[src/agc_pkg.sv]
// Package with register map, field positions and gain constants for the config block
package agc_pkg;
  localparam int unsigned agc_addr_w = 10;
  localparam int unsigned agc_data_w = 8;
  // Register offsets within a page
  localparam logic [9:0] agc_off_est_src = 10'h034;
  localparam logic [9:0] agc_off_low_rate = 10'h042;
  localparam logic [9:0] agc_off_corr_ctl = 10'h068;
  localparam logic [9:0] agc_off_gain = 10'h0a6;
  // Page select bit in the address: 0 channel A page, 1 channel B page
  localparam int unsigned agc_page_bit = 8;
  // Field positions
  localparam int unsigned agc_low_rate_bit = 4;
  localparam int unsigned agc_ext_est_bit = 0;
  localparam int unsigned agc_freeze_bit = 7;
  localparam int unsigned agc_must1_hi_bit = 5;
  localparam int unsigned agc_disable_bit = 2;
  localparam int unsigned agc_must1_lo_bit = 1;
  // Writable masks (other bits reserved, read zero)
  localparam logic [7:0] agc_mask_est_src = 8'h01;
  localparam logic [7:0] agc_mask_low_rate = 8'h10;
  localparam logic [7:0] agc_mask_corr_ctl = 8'ha6;
  localparam logic [7:0] agc_mask_gain = 8'h0f;
  localparam logic [7:0] agc_reset_val = 8'h00;
  // Gain codes and hold patterns
  localparam logic [3:0] agc_gain_max = 4'hb;
  localparam logic [2:0] agc_hold_run = 3'h3;
  localparam logic [2:0] agc_hold_freeze = 3'h7;
  // Gain step of 1 dB in Q4.14: 10^(k/20)
  localparam int unsigned agc_gain_frac = 14;
  localparam logic [17:0] agc_gain_lut [0:11] = '{
    18'h04000, 18'h047cf, 18'h05092, 18'h05a67, 18'h06570, 18'h071cf,
    18'h07fb2, 18'h08f47, 18'h0a0c3, 18'h0b460, 18'h0ca63, 18'h0e315};
  localparam int unsigned agc_est_shift = 6;
endpackage : agc_pkg

[src/agc_config_top.sv]
// Gain and offset configuration registers with per-channel datapath
// How it works
// - Output samples are scaled by the 4-bit gain before decimation.
// - Each gain code up to 11 adds 1 dB; code 0 is 0 dB, codes 11 to 15 are 11 dB.
// - Bit 0 of estimate-source register selects external offset estimate.
// - Hold pattern 111 freezes the estimate and keeps last value applied.
// - Disable bit clear: corrector active, removes fs/8, fs/4, 3fs/8, fs/2 spurs.
// - Disable bit set: corrector bypassed, no offset removed.
// - Gain registers exist per channel, A page and B page.
// - Channel A offset registers sit on the channel A page.
`timescale 1ns/10ps
module agc_config_top
  import agc_pkg::*;
#(
  parameter int unsigned SW = 14
)(
  input wire logic clock,
  input wire logic rstn,
  input wire logic [agc_addr_w-1:0] reg_addr,
  input wire logic [agc_data_w-1:0] reg_wdata,
  input wire logic reg_write,
  input wire logic reg_read,
  output logic [agc_data_w-1:0] reg_rdata,
  input wire logic a_valid,
  input wire logic signed [SW-1:0] a_data,
  input wire logic signed [SW-1:0] a_ext_estimate,
  input wire logic b_valid,
  input wire logic signed [SW-1:0] b_data,
  output logic a_out_valid,
  output logic signed [SW-1:0] a_out_data,
  output logic b_out_valid,
  output logic signed [SW-1:0] b_out_data,
  output logic low_rate_enable_two,
  output logic a_offset_frozen
);
  logic [7:0] low_rate_reg, low_rate_next;
  logic [7:0] est_src_reg, est_src_next;
  logic [7:0] corr_ctl_reg, corr_ctl_next;
  logic [7:0] gain_a_reg, gain_a_next;
  logic [7:0] gain_b_reg, gain_b_next;
  logic [7:0] rdata_reg, rdata_next;
  logic page_b;
  logic [9:0] off;
  logic [2:0] hold_bits;
  logic freeze;
  logic a_gain_valid;
  logic signed [SW-1:0] a_gain_data;

  assign page_b = reg_addr[agc_page_bit];
  assign off = {2'b00, reg_addr[7:0]};

  // Register writes; reserved bits masked off
  always_comb
  begin
    low_rate_next = low_rate_reg;
    est_src_next = est_src_reg;
    corr_ctl_next = corr_ctl_reg;
    gain_a_next = gain_a_reg;
    gain_b_next = gain_b_reg;
    if (reg_write)
    begin
      case (off)
        agc_off_low_rate: low_rate_next = reg_wdata & agc_mask_low_rate;
        agc_off_est_src: if (!page_b) est_src_next = reg_wdata & agc_mask_est_src;
        agc_off_corr_ctl: if (!page_b) corr_ctl_next = reg_wdata & agc_mask_corr_ctl;
        agc_off_gain:
        begin
          if (page_b) gain_b_next = reg_wdata & agc_mask_gain;
          else gain_a_next = reg_wdata & agc_mask_gain;
        end
        default: ;
      endcase
    end
  end

  // Read mux, data valid the cycle after the strobe; unmapped reads zero
  always_comb
  begin
    rdata_next = rdata_reg;
    if (reg_read)
    begin
      case (off)
        agc_off_low_rate: rdata_next = low_rate_reg;
        agc_off_est_src: rdata_next = page_b ? 8'h00 : est_src_reg;
        agc_off_corr_ctl: rdata_next = page_b ? 8'h00 : corr_ctl_reg;
        agc_off_gain: rdata_next = page_b ? gain_b_reg : gain_a_reg;
        default: rdata_next = 8'h00;
      endcase
    end
  end

  // Register file state
  always_ff @(posedge clock or negedge rstn)
  begin
    if (!rstn)
    begin
      low_rate_reg <= agc_reset_val;
      est_src_reg <= agc_reset_val;
      corr_ctl_reg <= agc_reset_val;
      gain_a_reg <= agc_reset_val;
      gain_b_reg <= agc_reset_val;
      rdata_reg <= agc_reset_val;
    end
    else
    begin
      low_rate_reg <= low_rate_next;
      est_src_reg <= est_src_next;
      corr_ctl_reg <= corr_ctl_next;
      gain_a_reg <= gain_a_next;
      gain_b_reg <= gain_b_next;
      rdata_reg <= rdata_next;
    end
  end

  // Hold decode: only 111 freezes; 011 and reserved patterns run
  assign hold_bits = {corr_ctl_reg[agc_freeze_bit], corr_ctl_reg[agc_must1_hi_bit],
                      corr_ctl_reg[agc_must1_lo_bit]};
  assign freeze = (hold_bits == agc_hold_freeze);
  assign reg_rdata = rdata_reg;
  assign low_rate_enable_two = low_rate_reg[agc_low_rate_bit];
  assign a_offset_frozen = freeze;

  // Channel A: gain then offset correction
  agc_gain_stage #(.SW(SW)) u_gain_a (
    .clock(clock),
    .rstn(rstn),
    .gain_code(gain_a_reg[3:0]),
    .in_valid(a_valid),
    .in_data(a_data),
    .out_valid(a_gain_valid),
    .out_data(a_gain_data)
  );

  agc_offset_corr #(.SW(SW)) u_corr_a (
    .clock(clock),
    .rstn(rstn),
    .ext_select(est_src_reg[agc_ext_est_bit]),
    .freeze(freeze),
    .bypass(corr_ctl_reg[agc_disable_bit]),
    .ext_estimate(a_ext_estimate),
    .in_valid(a_gain_valid),
    .in_data(a_gain_data),
    .out_valid(a_out_valid),
    .out_data(a_out_data),
    .estimate()
  );

  // Channel B: gain only
  agc_gain_stage #(.SW(SW)) u_gain_b (
    .clock(clock),
    .rstn(rstn),
    .gain_code(gain_b_reg[3:0]),
    .in_valid(b_valid),
    .in_data(b_data),
    .out_valid(b_out_valid),
    .out_data(b_out_data)
  );
endmodule : agc_config_top

[src/agc_gain_stage.sv]
// Digital gain stage applied to one channel's samples ahead of decimation
`timescale 1ns/10ps
module agc_gain_stage
  import agc_pkg::*;
#(
  parameter int unsigned SW = 14
)(
  input wire logic clock,
  input wire logic rstn,
  input wire logic [3:0] gain_code,
  input wire logic in_valid,
  input wire logic signed [SW-1:0] in_data,
  output logic out_valid,
  output logic signed [SW-1:0] out_data
);
  logic signed [SW-1:0] data_reg, data_next;
  logic valid_reg, valid_next;
  logic signed [SW+18:0] prod;
  logic signed [SW+18:0] scaled;
  logic [17:0] coef;
  localparam logic signed [SW+18:0] sat_hi = (SW+19)'((1 <<< (SW-1)) - 1);
  localparam logic signed [SW+18:0] sat_lo = -(SW+19)'(1 <<< (SW-1));

  // Multiply by the gain for the code, saturate to sample width
  always_comb
  begin
    coef = (gain_code > agc_gain_max) ? agc_gain_lut[11] : agc_gain_lut[gain_code];
    prod = in_data * $signed({1'b0, coef});
    scaled = prod >>> agc_gain_frac;
    valid_next = in_valid;
    data_next = data_reg;
    if (in_valid)
    begin
      if (scaled > sat_hi)
        data_next = sat_hi[SW-1:0];
      else if (scaled < sat_lo)
        data_next = sat_lo[SW-1:0];
      else
        data_next = scaled[SW-1:0];
    end
  end

  // Output registers
  always_ff @(posedge clock or negedge rstn)
  begin
    if (!rstn)
    begin
      data_reg <= '0;
      valid_reg <= 1'b0;
    end
    else
    begin
      data_reg <= data_next;
      valid_reg <= valid_next;
    end
  end

  assign out_valid = valid_reg;
  assign out_data = data_reg;
endmodule : agc_gain_stage

[src/agc_offset_corr.sv]
// Offset corrector for one channel: running estimate, freeze, external estimate, bypass
`timescale 1ns/10ps
module agc_offset_corr
  import agc_pkg::*;
#(
  parameter int unsigned SW = 14
)(
  input wire logic clock,
  input wire logic rstn,
  input wire logic ext_select,
  input wire logic freeze,
  input wire logic bypass,
  input wire logic signed [SW-1:0] ext_estimate,
  input wire logic in_valid,
  input wire logic signed [SW-1:0] in_data,
  output logic out_valid,
  output logic signed [SW-1:0] out_data,
  output logic signed [SW-1:0] estimate
);
  // Accumulator width: sample width plus leak shift
  localparam int unsigned AW = SW + agc_est_shift;
  logic signed [AW-1:0] acc_reg [0:7];
  logic signed [AW-1:0] acc_next [0:7];
  logic [2:0] phase_reg, phase_next;
  logic signed [SW-1:0] data_reg, data_next;
  logic valid_reg, valid_next;
  logic signed [SW-1:0] own_est;
  logic signed [SW-1:0] used_est;
  logic signed [SW:0] diff;

  // Leaky mean per sample phase; an 8-sample periodic offset covers DC to fs/2
  always_comb
  begin
    own_est = acc_reg[phase_reg][AW-1:agc_est_shift];
    used_est = ext_select ? ext_estimate : own_est;
    acc_next = acc_reg;
    phase_next = in_valid ? phase_reg + 3'h1 : phase_reg;
    if (in_valid && !freeze && !bypass)
      acc_next[phase_reg] = acc_reg[phase_reg] + AW'(in_data) - AW'(own_est);
    diff = {in_data[SW-1], in_data} - {used_est[SW-1], used_est};
    valid_next = in_valid;
    data_next = data_reg;
    if (in_valid)
    begin
      if (bypass)
        data_next = in_data;
      else if (diff[SW] != diff[SW-1])
        data_next = diff[SW] ? {1'b1, {(SW-1){1'b0}}} : {1'b0, {(SW-1){1'b1}}};
      else
        data_next = diff[SW-1:0];
    end
  end

  // Estimate and output registers
  always_ff @(posedge clock or negedge rstn)
  begin
    if (!rstn)
    begin
      acc_reg <= '{default: '0};
      phase_reg <= 3'h0;
      data_reg <= '0;
      valid_reg <= 1'b0;
    end
    else
    begin
      acc_reg <= acc_next;
      phase_reg <= phase_next;
      data_reg <= data_next;
      valid_reg <= valid_next;
    end
  end

  assign out_valid = valid_reg;
  assign out_data = data_reg;
  assign estimate = own_est;
endmodule : agc_offset_corr

[config.mk]
export PLATFORM = sky130hd
export DESIGN_NAME = agc_config_top
export DESIGN_NICKNAME = d
export VERILOG_FILES = /design/src/agc_pkg.sv /design/src/agc_config_top.sv /design/src/agc_gain_stage.sv /design/src/agc_offset_corr.sv
export SDC_FILE = /design/constraint.sdc
export NUM_CORES = 2
export LEC_CHECK = 0
export BUFFER_PORTS_ARGS = -buffer_cell sky130_fd_sc_hd__buf_2
export CAP_MARGIN = 20
export CORE_UTILIZATION = 25
export CTS_CLUSTER_SIZE = 16
export DETAILED_ROUTE_END_ITERATION = 7
export GPL_TIMING_DRIVEN = 1
export PLACE_DENSITY = 0.41
export SKIP_CTS_REPAIR_TIMING = 1
export SLEW_MARGIN = 20
export SYNTH_ARGS = -nofsm -noshare
export SYNTH_HDL_FRONTEND = slang
export SYNTH_SLANG_ARGS = --single-unit
[constraint.sdc]
create_clock -name clock -period 7.1 [get_ports clock]
set_input_delay 0.355 -clock clock [delete_from_list [all_inputs] [get_ports clock]]
set_output_delay 0.355 -clock clock [all_outputs]
set_load 0.05 [all_outputs]
# Word-level counts from Yosys, hierarchy flattened
# Memories as Yosys holds them, arrays and structs flattened.
# Index checks and enable logic that the tools add are counted.
# word_totals
memories	2
romBits	576
output_inout_bits	40
reg_bits	230
# op_classes
n_mux	24
mul	2
eq_ne	6
n_addsub	4
bitwise	4
n_reduce_logical	10
order_cmp	10
# mem_list
memory	depth	word_bits	read_ports	rd_clocked_by_memory_dff	wr	line_no	source
(name not given)	16	18	1	0	0	agc_gain_stage.sv:27	coef = (gain_code > agc_gain_max) ? agc_gain_lut[11] : agc_gain_lut[gain_code];
(name not given)	16	18	1	0	0	agc_gain_stage.sv:27	
# op_table
op	n
$bwmux W160	1
$mux W14	8
$mux W18	6
$mul A14 B19 Y33	2
$bmux W20 S3	1
$demux W20 S3	1
$mux W20	3
$gt A19 B14 Y1 const B	2
$lt A19 B14 Y1 const B	2
$pmux W8 S4	1
$add A20 B14 Y20	1
$sub A20 B14 Y20	1
$eq A8 B7 Y1 const B	2
$sub A14 B14 Y15	1
$reduce_and A3 Y1	4
$ge A5 B5 Y1 const B	2
$not A4 Y5	2
$eq A8 B6 Y1 const B	1
$eq A8 B8 Y1 const B	1
$gt A4 B4 Y1 const B	2
$mux W8	1
$ge A4 B4 Y1 const B	1
$lt A4 B1 Y1 const B	1
$mux W4	1
9 further kinds	12

# Logic depth before layout (Yosys ltp)
# depth
depth_word	9
ltp_mapped	32
ltp_nobuf	29

# Cells and area by module
# From an unflattened synthesis, not the netlist that was laid out.
# unflattened
cells_unflattened	3246
area_unflattened_um2	29419.5
# by_module_without_submodules
module	instances	area_each_um2	cells_each
agc_offset_corr	1	10450.0	1119
agc_gain_stage (u_gain_a)	1	9019.9	1016
agc_gain_stage (u_gain_b)	1	8917.3	1023
agc_config_top	1	1032.2	88

# Worst setup path after synthesis
# No wires, ideal clock.
# synth_path
path_type	reg2reg
from	register gain_b_reg[0]
to	register u_gain_b.data_reg[10], in the netlist u_gain_b.out_data[10]
stages_incl_launch_ff	32
arrival_time_ps	7258
path_buffers	2
slack_ps	-223
setup_ps	66
synth_period_minus_slack_ps	7323
cell_sequence	dfrtp_1 -> inv_1 -> ha_1 -> nor2b_1 -> a21o_1 -> clkbuf_1 -> and2_1 -> fa_1 -> inv_1 -> fa_1 -> inv_1 -> fa_1 -> inv_1 -> fa_1 -> inv_1 -> fa_1 -> inv_1 -> fa_1 -> inv_1 -> ha_1 -> a21o_1 -> a21oi_1 -> o21ai_0 -> nor3_1 -> o21ai_4 -> a21oi_2 -> o31ai_4 -> xnor2_1 -> or4_4 -> o21bai_2 -> buf_6 -> o221a_2
# synth_via
elab_chain_len	9
# synth_rtl
element	line_no	source
from (decl)	agc_config_top.sv:40	logic [7:0] gain_b_reg, gain_b_next;
from (signal assigned)	agc_config_top.sv:101	gain_b_reg <= agc_reset_val;
from (signal assigned)	agc_config_top.sv:110	gain_b_reg <= gain_b_next;
$not A4 Y5 (not written as such)	agc_gain_stage.sv:27	
$mem_v2 Z16 W18	n/a	
$mux W18 (not written as such) (2 in series)	agc_gain_stage.sv:27	
$mux W18 *	agc_gain_stage.sv:27	
$mul A14 B19 Y33 *	agc_gain_stage.sv:28	prod = in_data * $signed({1'b0, coef});
$lt A19 B14 Y1	agc_gain_stage.sv:36	else if (scaled < sat_lo)
$mux W14	agc_gain_stage.sv:36	
$mux W14 *	agc_gain_stage.sv:34	if (scaled > sat_hi)
to (signal assigned)	agc_gain_stage.sv:53	data_reg <= data_next;
to (decl)	agc_gain_stage.sv:16	logic signed [SW-1:0] data_reg, data_next;
# Mark *: on every way between the ends. The rest lies on a longest branch, timed or not. The select of a mux whose other input is x is not followed.
# A chain may end at the register's enable or synchronous reset.

# Final worst setup path
# layout_path
from	register gain_a_reg[0]
to	register u_gain_a.data_reg[12], in the netlist u_gain_a.out_data[12]
# layout_via
elab_chain_len	9
# layout_rtl
element	line_no	source
from (decl)	agc_config_top.sv:39	logic [7:0] gain_a_reg, gain_a_next;
from (signal assigned)	agc_config_top.sv:100	gain_a_reg <= agc_reset_val;
from (signal assigned)	agc_config_top.sv:109	gain_a_reg <= gain_a_next;
$not A4 Y5 (not written as such)	agc_gain_stage.sv:27	
$mem_v2 Z16 W18	n/a	
$mux W18 (not written as such) (2 in series)	agc_gain_stage.sv:27	
$mux W18 *	agc_gain_stage.sv:27	
$mul A14 B19 Y33 *	agc_gain_stage.sv:28	
$lt A19 B14 Y1	agc_gain_stage.sv:36	
$mux W14	agc_gain_stage.sv:36	
$mux W14 *	agc_gain_stage.sv:34	
to (signal assigned)	agc_gain_stage.sv:53	
to (decl)	agc_gain_stage.sv:16	
# Marks and branches as above.

==> metrics.md <==
| Metric | Value |
|---|---|
| Compound-cell area share of the yosys netlist | `0.110` |
| End-of-flow core utilization | `0.300` |
| Buffer depth of the longest clock path | `3` |
| Time the worst path needs with I/O delays and setup | `7250 ps` |
| DRC violations left | `0` |
| Top cell type by total area after synthesis | `sky130_fd_sc_hd__fa_1` |
| Power density of the placed cells | `429 nW/um^2` |
| Routed length per placed instance | `18.2 um` |
| Cell count after placement | `4487` |
| Total leakage power | `15.9 nW` |
| Total congestion overflow | `0` |
| Sequential fraction of design power | `0.160` |
| Detailed-route vias per instance | `4.49` |
| Yosys synthesis warning count | `0` |
| Area share of the largest cell type after synthesis | `0.255` |
| Vias in the first global route | `21759` |
| IR drop worst, VDD | `485 uV` |
| Final slew viol count | `0` |
| Share of cells above drive strength 1 | `0.200` |
| HPWL after detailed placement | `65.4 mm` |
| Count of boundary I/O pins | `106` |
| Combined buffer and inverter count along the critical path | `10` |
| Crit path max-delay family | `adder cells` |
| Number of detailed-route iterations in the first pass | `5` |
| Clock root cell | `sky130_fd_sc_hd__clkbuf_16` |
| TritonCTS Buffers | `27` |
| Initial standard-cell utilization of the core | `0.252` |
| Class of the tightest hold or removal check | `primary input to flip-flop` |
| Seq cells post-synth | `229` |
| Number of DRC markers in iteration 0 | `786` |
| Synth top area cells | `sky130_fd_sc_hd__fa_1 26%, sky130_fd_sc_hd__dfrtp_1 21%, sky130_fd_sc_hd__ha_1 13%` |
| Number of distinct library cell variants in the gate-level netlist after synthesis | `86` |
| First-pass GRT wire length | `130 mm` |
| Slew @ Worst Pin | `1130 ps` |
| Net load switching power | `7.56 mW` |
| Total of endpoints with negative setup slack in the final report | `13` |
| Combinational share of power | `0.734` |
| RSZ-0062 raised after global routing | `true` |
| Overall die width | `333 um` |
| Basic-gate share of the synthesized area counting and, or, nand and nor cells | `0.146` |
| Number of flops mapped to enable cells by yosys | `0` |
| Core box area | `109000 sq um` |
| Share of cell area taken by muxes after synthesis | `0.0476` |
| Status | `finished with violations` |
| Worst slew slack as a fraction of its limit | `0.239` |
| Remaining antenna violation count after routing | `0` |
| Startpoint of the worst-slack reg-to-reg timing path | `gain_a_reg[0]$_DFFE_PN0P_` |
| Total number of placement rows | `121` |
| Critical path peak fanout | `13` |
| Relative contribution of the clock network to total power | `0.106` |
| Post-synthesis instance total | `2898` |
| Maximum number of pins on one net before global-route repair | `167` |
| H-tree Lvls | `1` |
| Dominant combinational cell family by area after synthesis | `adder cells` |
| Crit-path slowest cell | `sky130_fd_sc_hd__fa_1` |
| Floorplan die area | `111000 sq um` |
| Setup CP Type | `flip-flop to flip-flop` |
| Arrival time of the worst setup path | `7710 ps` |
| Worst hold endpoint | `gain_b_reg[3]$_DFFE_PN0P_` |
| Post-route insts no fill | `4558` |
| Violated checks | `setup timing` |
| Sw Share | `0.540` |
| Dominant cell by count in the synthesized netlist | `sky130_fd_sc_hd__inv_1` |
| Most used cell, CP | `sky130_fd_sc_hd__fa_1` |
| Launch instance of the worst min-delay path | `reg_wdata[3]` |
| Nets in the synthesized netlist | `3596` |
| Clk pin slew, worst setup/hold paths | `60 ps` |
| Die outline height | `333 um` |
| Critical Path Sink Type | `flip-flop` |
| Adder and majority gate portion of the synthesized area | `0.384` |
| Number of maximum-capacitance violations | `0` |
| Antenna violations before repair | `8` |
| Xor and xnor fraction of the mapped netlist area | `0.0179` |
| Layout Area Growth over Synthesis | `18.9%` |
| Routed wire length | `82.9 mm` |
| FFs w/ async S/R, synth | `1.00` |
| Final worst-path cycle share | `1.02` |
| Cell depth of the worst flop-to-flop path | `30` |
| Max stage delay on crit path | `550 ps` |
| Final worst slack | `-147 ps` |
| CTS tree | `done` |
| Post-layout net count | `3820` |
| Buffers on Ports | `102` |
| Worst-Skew Late Latency | `590 ps` |
| Final RePlAce weighted congestion | `0.819` |
| Top post-synthesis cells by count | `487 x sky130_fd_sc_hd__inv_1, 350 x sky130_fd_sc_hd__fa_1, 329 x sky130_fd_sc_hd__nand2_1` |
| Hold Fails Final Rpt | `0` |
| Count of cells along the worst hold path | `2` |
| Worst clock skew on the final layout | `15.3 ps` |
| Startpoint class of the critical path | `flip-flop` |
| R2r endpoint | `u_gain_a.out_data[12]$_DFFE_PN0P_` |
| Total track usage | `0.151` |
| Synth Cell Area | `27400 sq um` |
| Total number of clock tree sinks | `229` |
| Top flip-flop cell by instance count after synthesis | `sky130_fd_sc_hd__dfrtp_1` |
| Vias post-DR | `20480` |
| Internal Pwr Total | `6.45 mW` |
| Register area share after synthesis | `0.209` |
| Per-instance average area after synthesis | `9.47 sq um` |
| Data required time at the worst endpoint | `7560 ps` |
| Highest achievable clock rate | `0.138 GHz` |
| Register-to-register path setup slack | `-150 ps` |
| Flip-flop count of the largest register after layout | `160` |
## cell usage in the layout, fill, tap and decap left out, types with 11 or more instances in the layout
cell	n
sky130_fd_sc_hd__fa_1	342
sky130_fd_sc_hd__o21ai_0	120
sky130_fd_sc_hd__mux2_2	99
sky130_fd_sc_hd__a21oi_2	14
sky130_fd_sc_hd__buf_2	101
sky130_fd_sc_hd__a31oi_1	11
sky130_fd_sc_hd__ha_4	20
sky130_fd_sc_hd__buf_6	23
sky130_fd_sc_hd__nand2_2	13
sky130_fd_sc_hd__nor2b_1	18
sky130_fd_sc_hd__nor2_1	70
sky130_fd_sc_hd__a21oi_1	51
sky130_fd_sc_hd__nor3_1	14
sky130_fd_sc_hd__and2_4	13
sky130_fd_sc_hd__clkbuf_16	27
sky130_fd_sc_hd__xnor2_1	40
sky130_fd_sc_hd__inv_2	16
sky130_fd_sc_hd__nand4_1	22
sky130_fd_sc_hd__ha_1	258
sky130_fd_sc_hd__inv_1	470
sky130_fd_sc_hd__a21o_1	29
sky130_fd_sc_hd__xor2_1	16
sky130_fd_sc_hd__a22oi_1	72
sky130_fd_sc_hd__buf_4	186
sky130_fd_sc_hd__or2_2	11
sky130_fd_sc_hd__mux2i_1	18
sky130_fd_sc_hd__a221o_1	13
sky130_fd_sc_hd__nand3_1	33
sky130_fd_sc_hd__dfrtp_1	223
sky130_fd_sc_hd__and2_1	232
sky130_fd_sc_hd__o21a_1	14
sky130_fd_sc_hd__nand2_1	315
sky130_fd_sc_hd__o22ai_1	15
## logic make-up (layout without fill, tap and decap cells)
group	count (synthesis)	in the layout
simple gates	805	805
fa+ha+maj	632	632
buf+inv	612	857
compound gates	445	445
flops	229	229
mux	118	118
xor+xnor	56	56
other cells	1	2
## worst max-delay path by stage
| stage | from | endpoint | depth (start not counted) |
|---|---|---|---|
| 2_1_floorplan | gain_a_reg[0]$_DFFE_PN0P_ | u_gain_a.out_data[4]$_DFFE_PN0P_ | 32 |
| 3_5_place_dp | gain_a_reg[0]$_DFFE_PN0P_ | u_gain_a.out_data[10]$_DFFE_PN0P_ | 26 |
| 4_1_cts | gain_a_reg[0]$_DFFE_PN0P_ | u_gain_a.out_data[9]$_DFFE_PN0P_ | 26 |
| 6_report | gain_a_reg[0]$_DFFE_PN0P_ | u_gain_a.out_data[12]$_DFFE_PN0P_ | 30 |
| 5_1_grt | gain_a_reg[0]$_DFFE_PN0P_ | u_gain_a.out_data[11]$_DFFE_PN0P_ | 29 |
| 3_3_place_gp | gain_a_reg[0]$_DFFE_PN0P_ | u_gain_a.out_data[1]$_DFFE_PN0P_ | 26 |
## layout make-up
type / instances / area [sq um]
diodes: 1 / 2.50
clock buffers: 39 / 771
clock inverters: 11 / 154
fillers: 11539 / 76200
inverters: 487 / 1830
multi-input cells: 2057 / 20000
flip-flops and latches: 229 / 5740
well taps: 1414 / 1770
repair buffers: 320 / 2330
## power groups by stage
| stage | clock [mW] | combinational (mW) | sequential [mW] |
|---|---|---|---|
| 2_1_floorplan | 0 | 6.81 | 2.36 |
| 3_3_place_gp | 0 | 10.3 | 2.25 |
| 3_5_place_dp | 0 | 10.2 | 2.26 |
| 4_1_cts | 1.54 | 10.3 | 2.24 |
| 5_1_grt | 1.58 | 11.6 | 2.31 |
| 6_report | 1.49 | 10.3 | 2.24 |
## routing by layer
layer / global-route usage / vias up / part of all wire
met5: 0 / - / 0.00037
met4: 0.0370 / 4 / 0.025
met3: 0.0205 / 84 / 0.036
met2: 0.248 / 233 / 0.46
met1: 0.208 / 10330 / 0.47
li1: - / 9829 / -
## stage by stage
stage	area, sq um	setup TNS [ps]	hold slack (ps)	setup WS (ps)	total power [mW]
4_1_cts	31800	-14730	-285	-750	14.1
5_1_grt	32600	-8720	3.42	-494	15.5
3_5_place_dp	30800	-13710	343	-683	12.5
2_1_floorplan	27500	0	59.4	0.562	9.17
6_report	32600	-1830	42.7	-147	14.0
3_3_place_gp	30800	-11970	350	-596	12.6
Note: power is estimated with default switching activity, not from simulation.
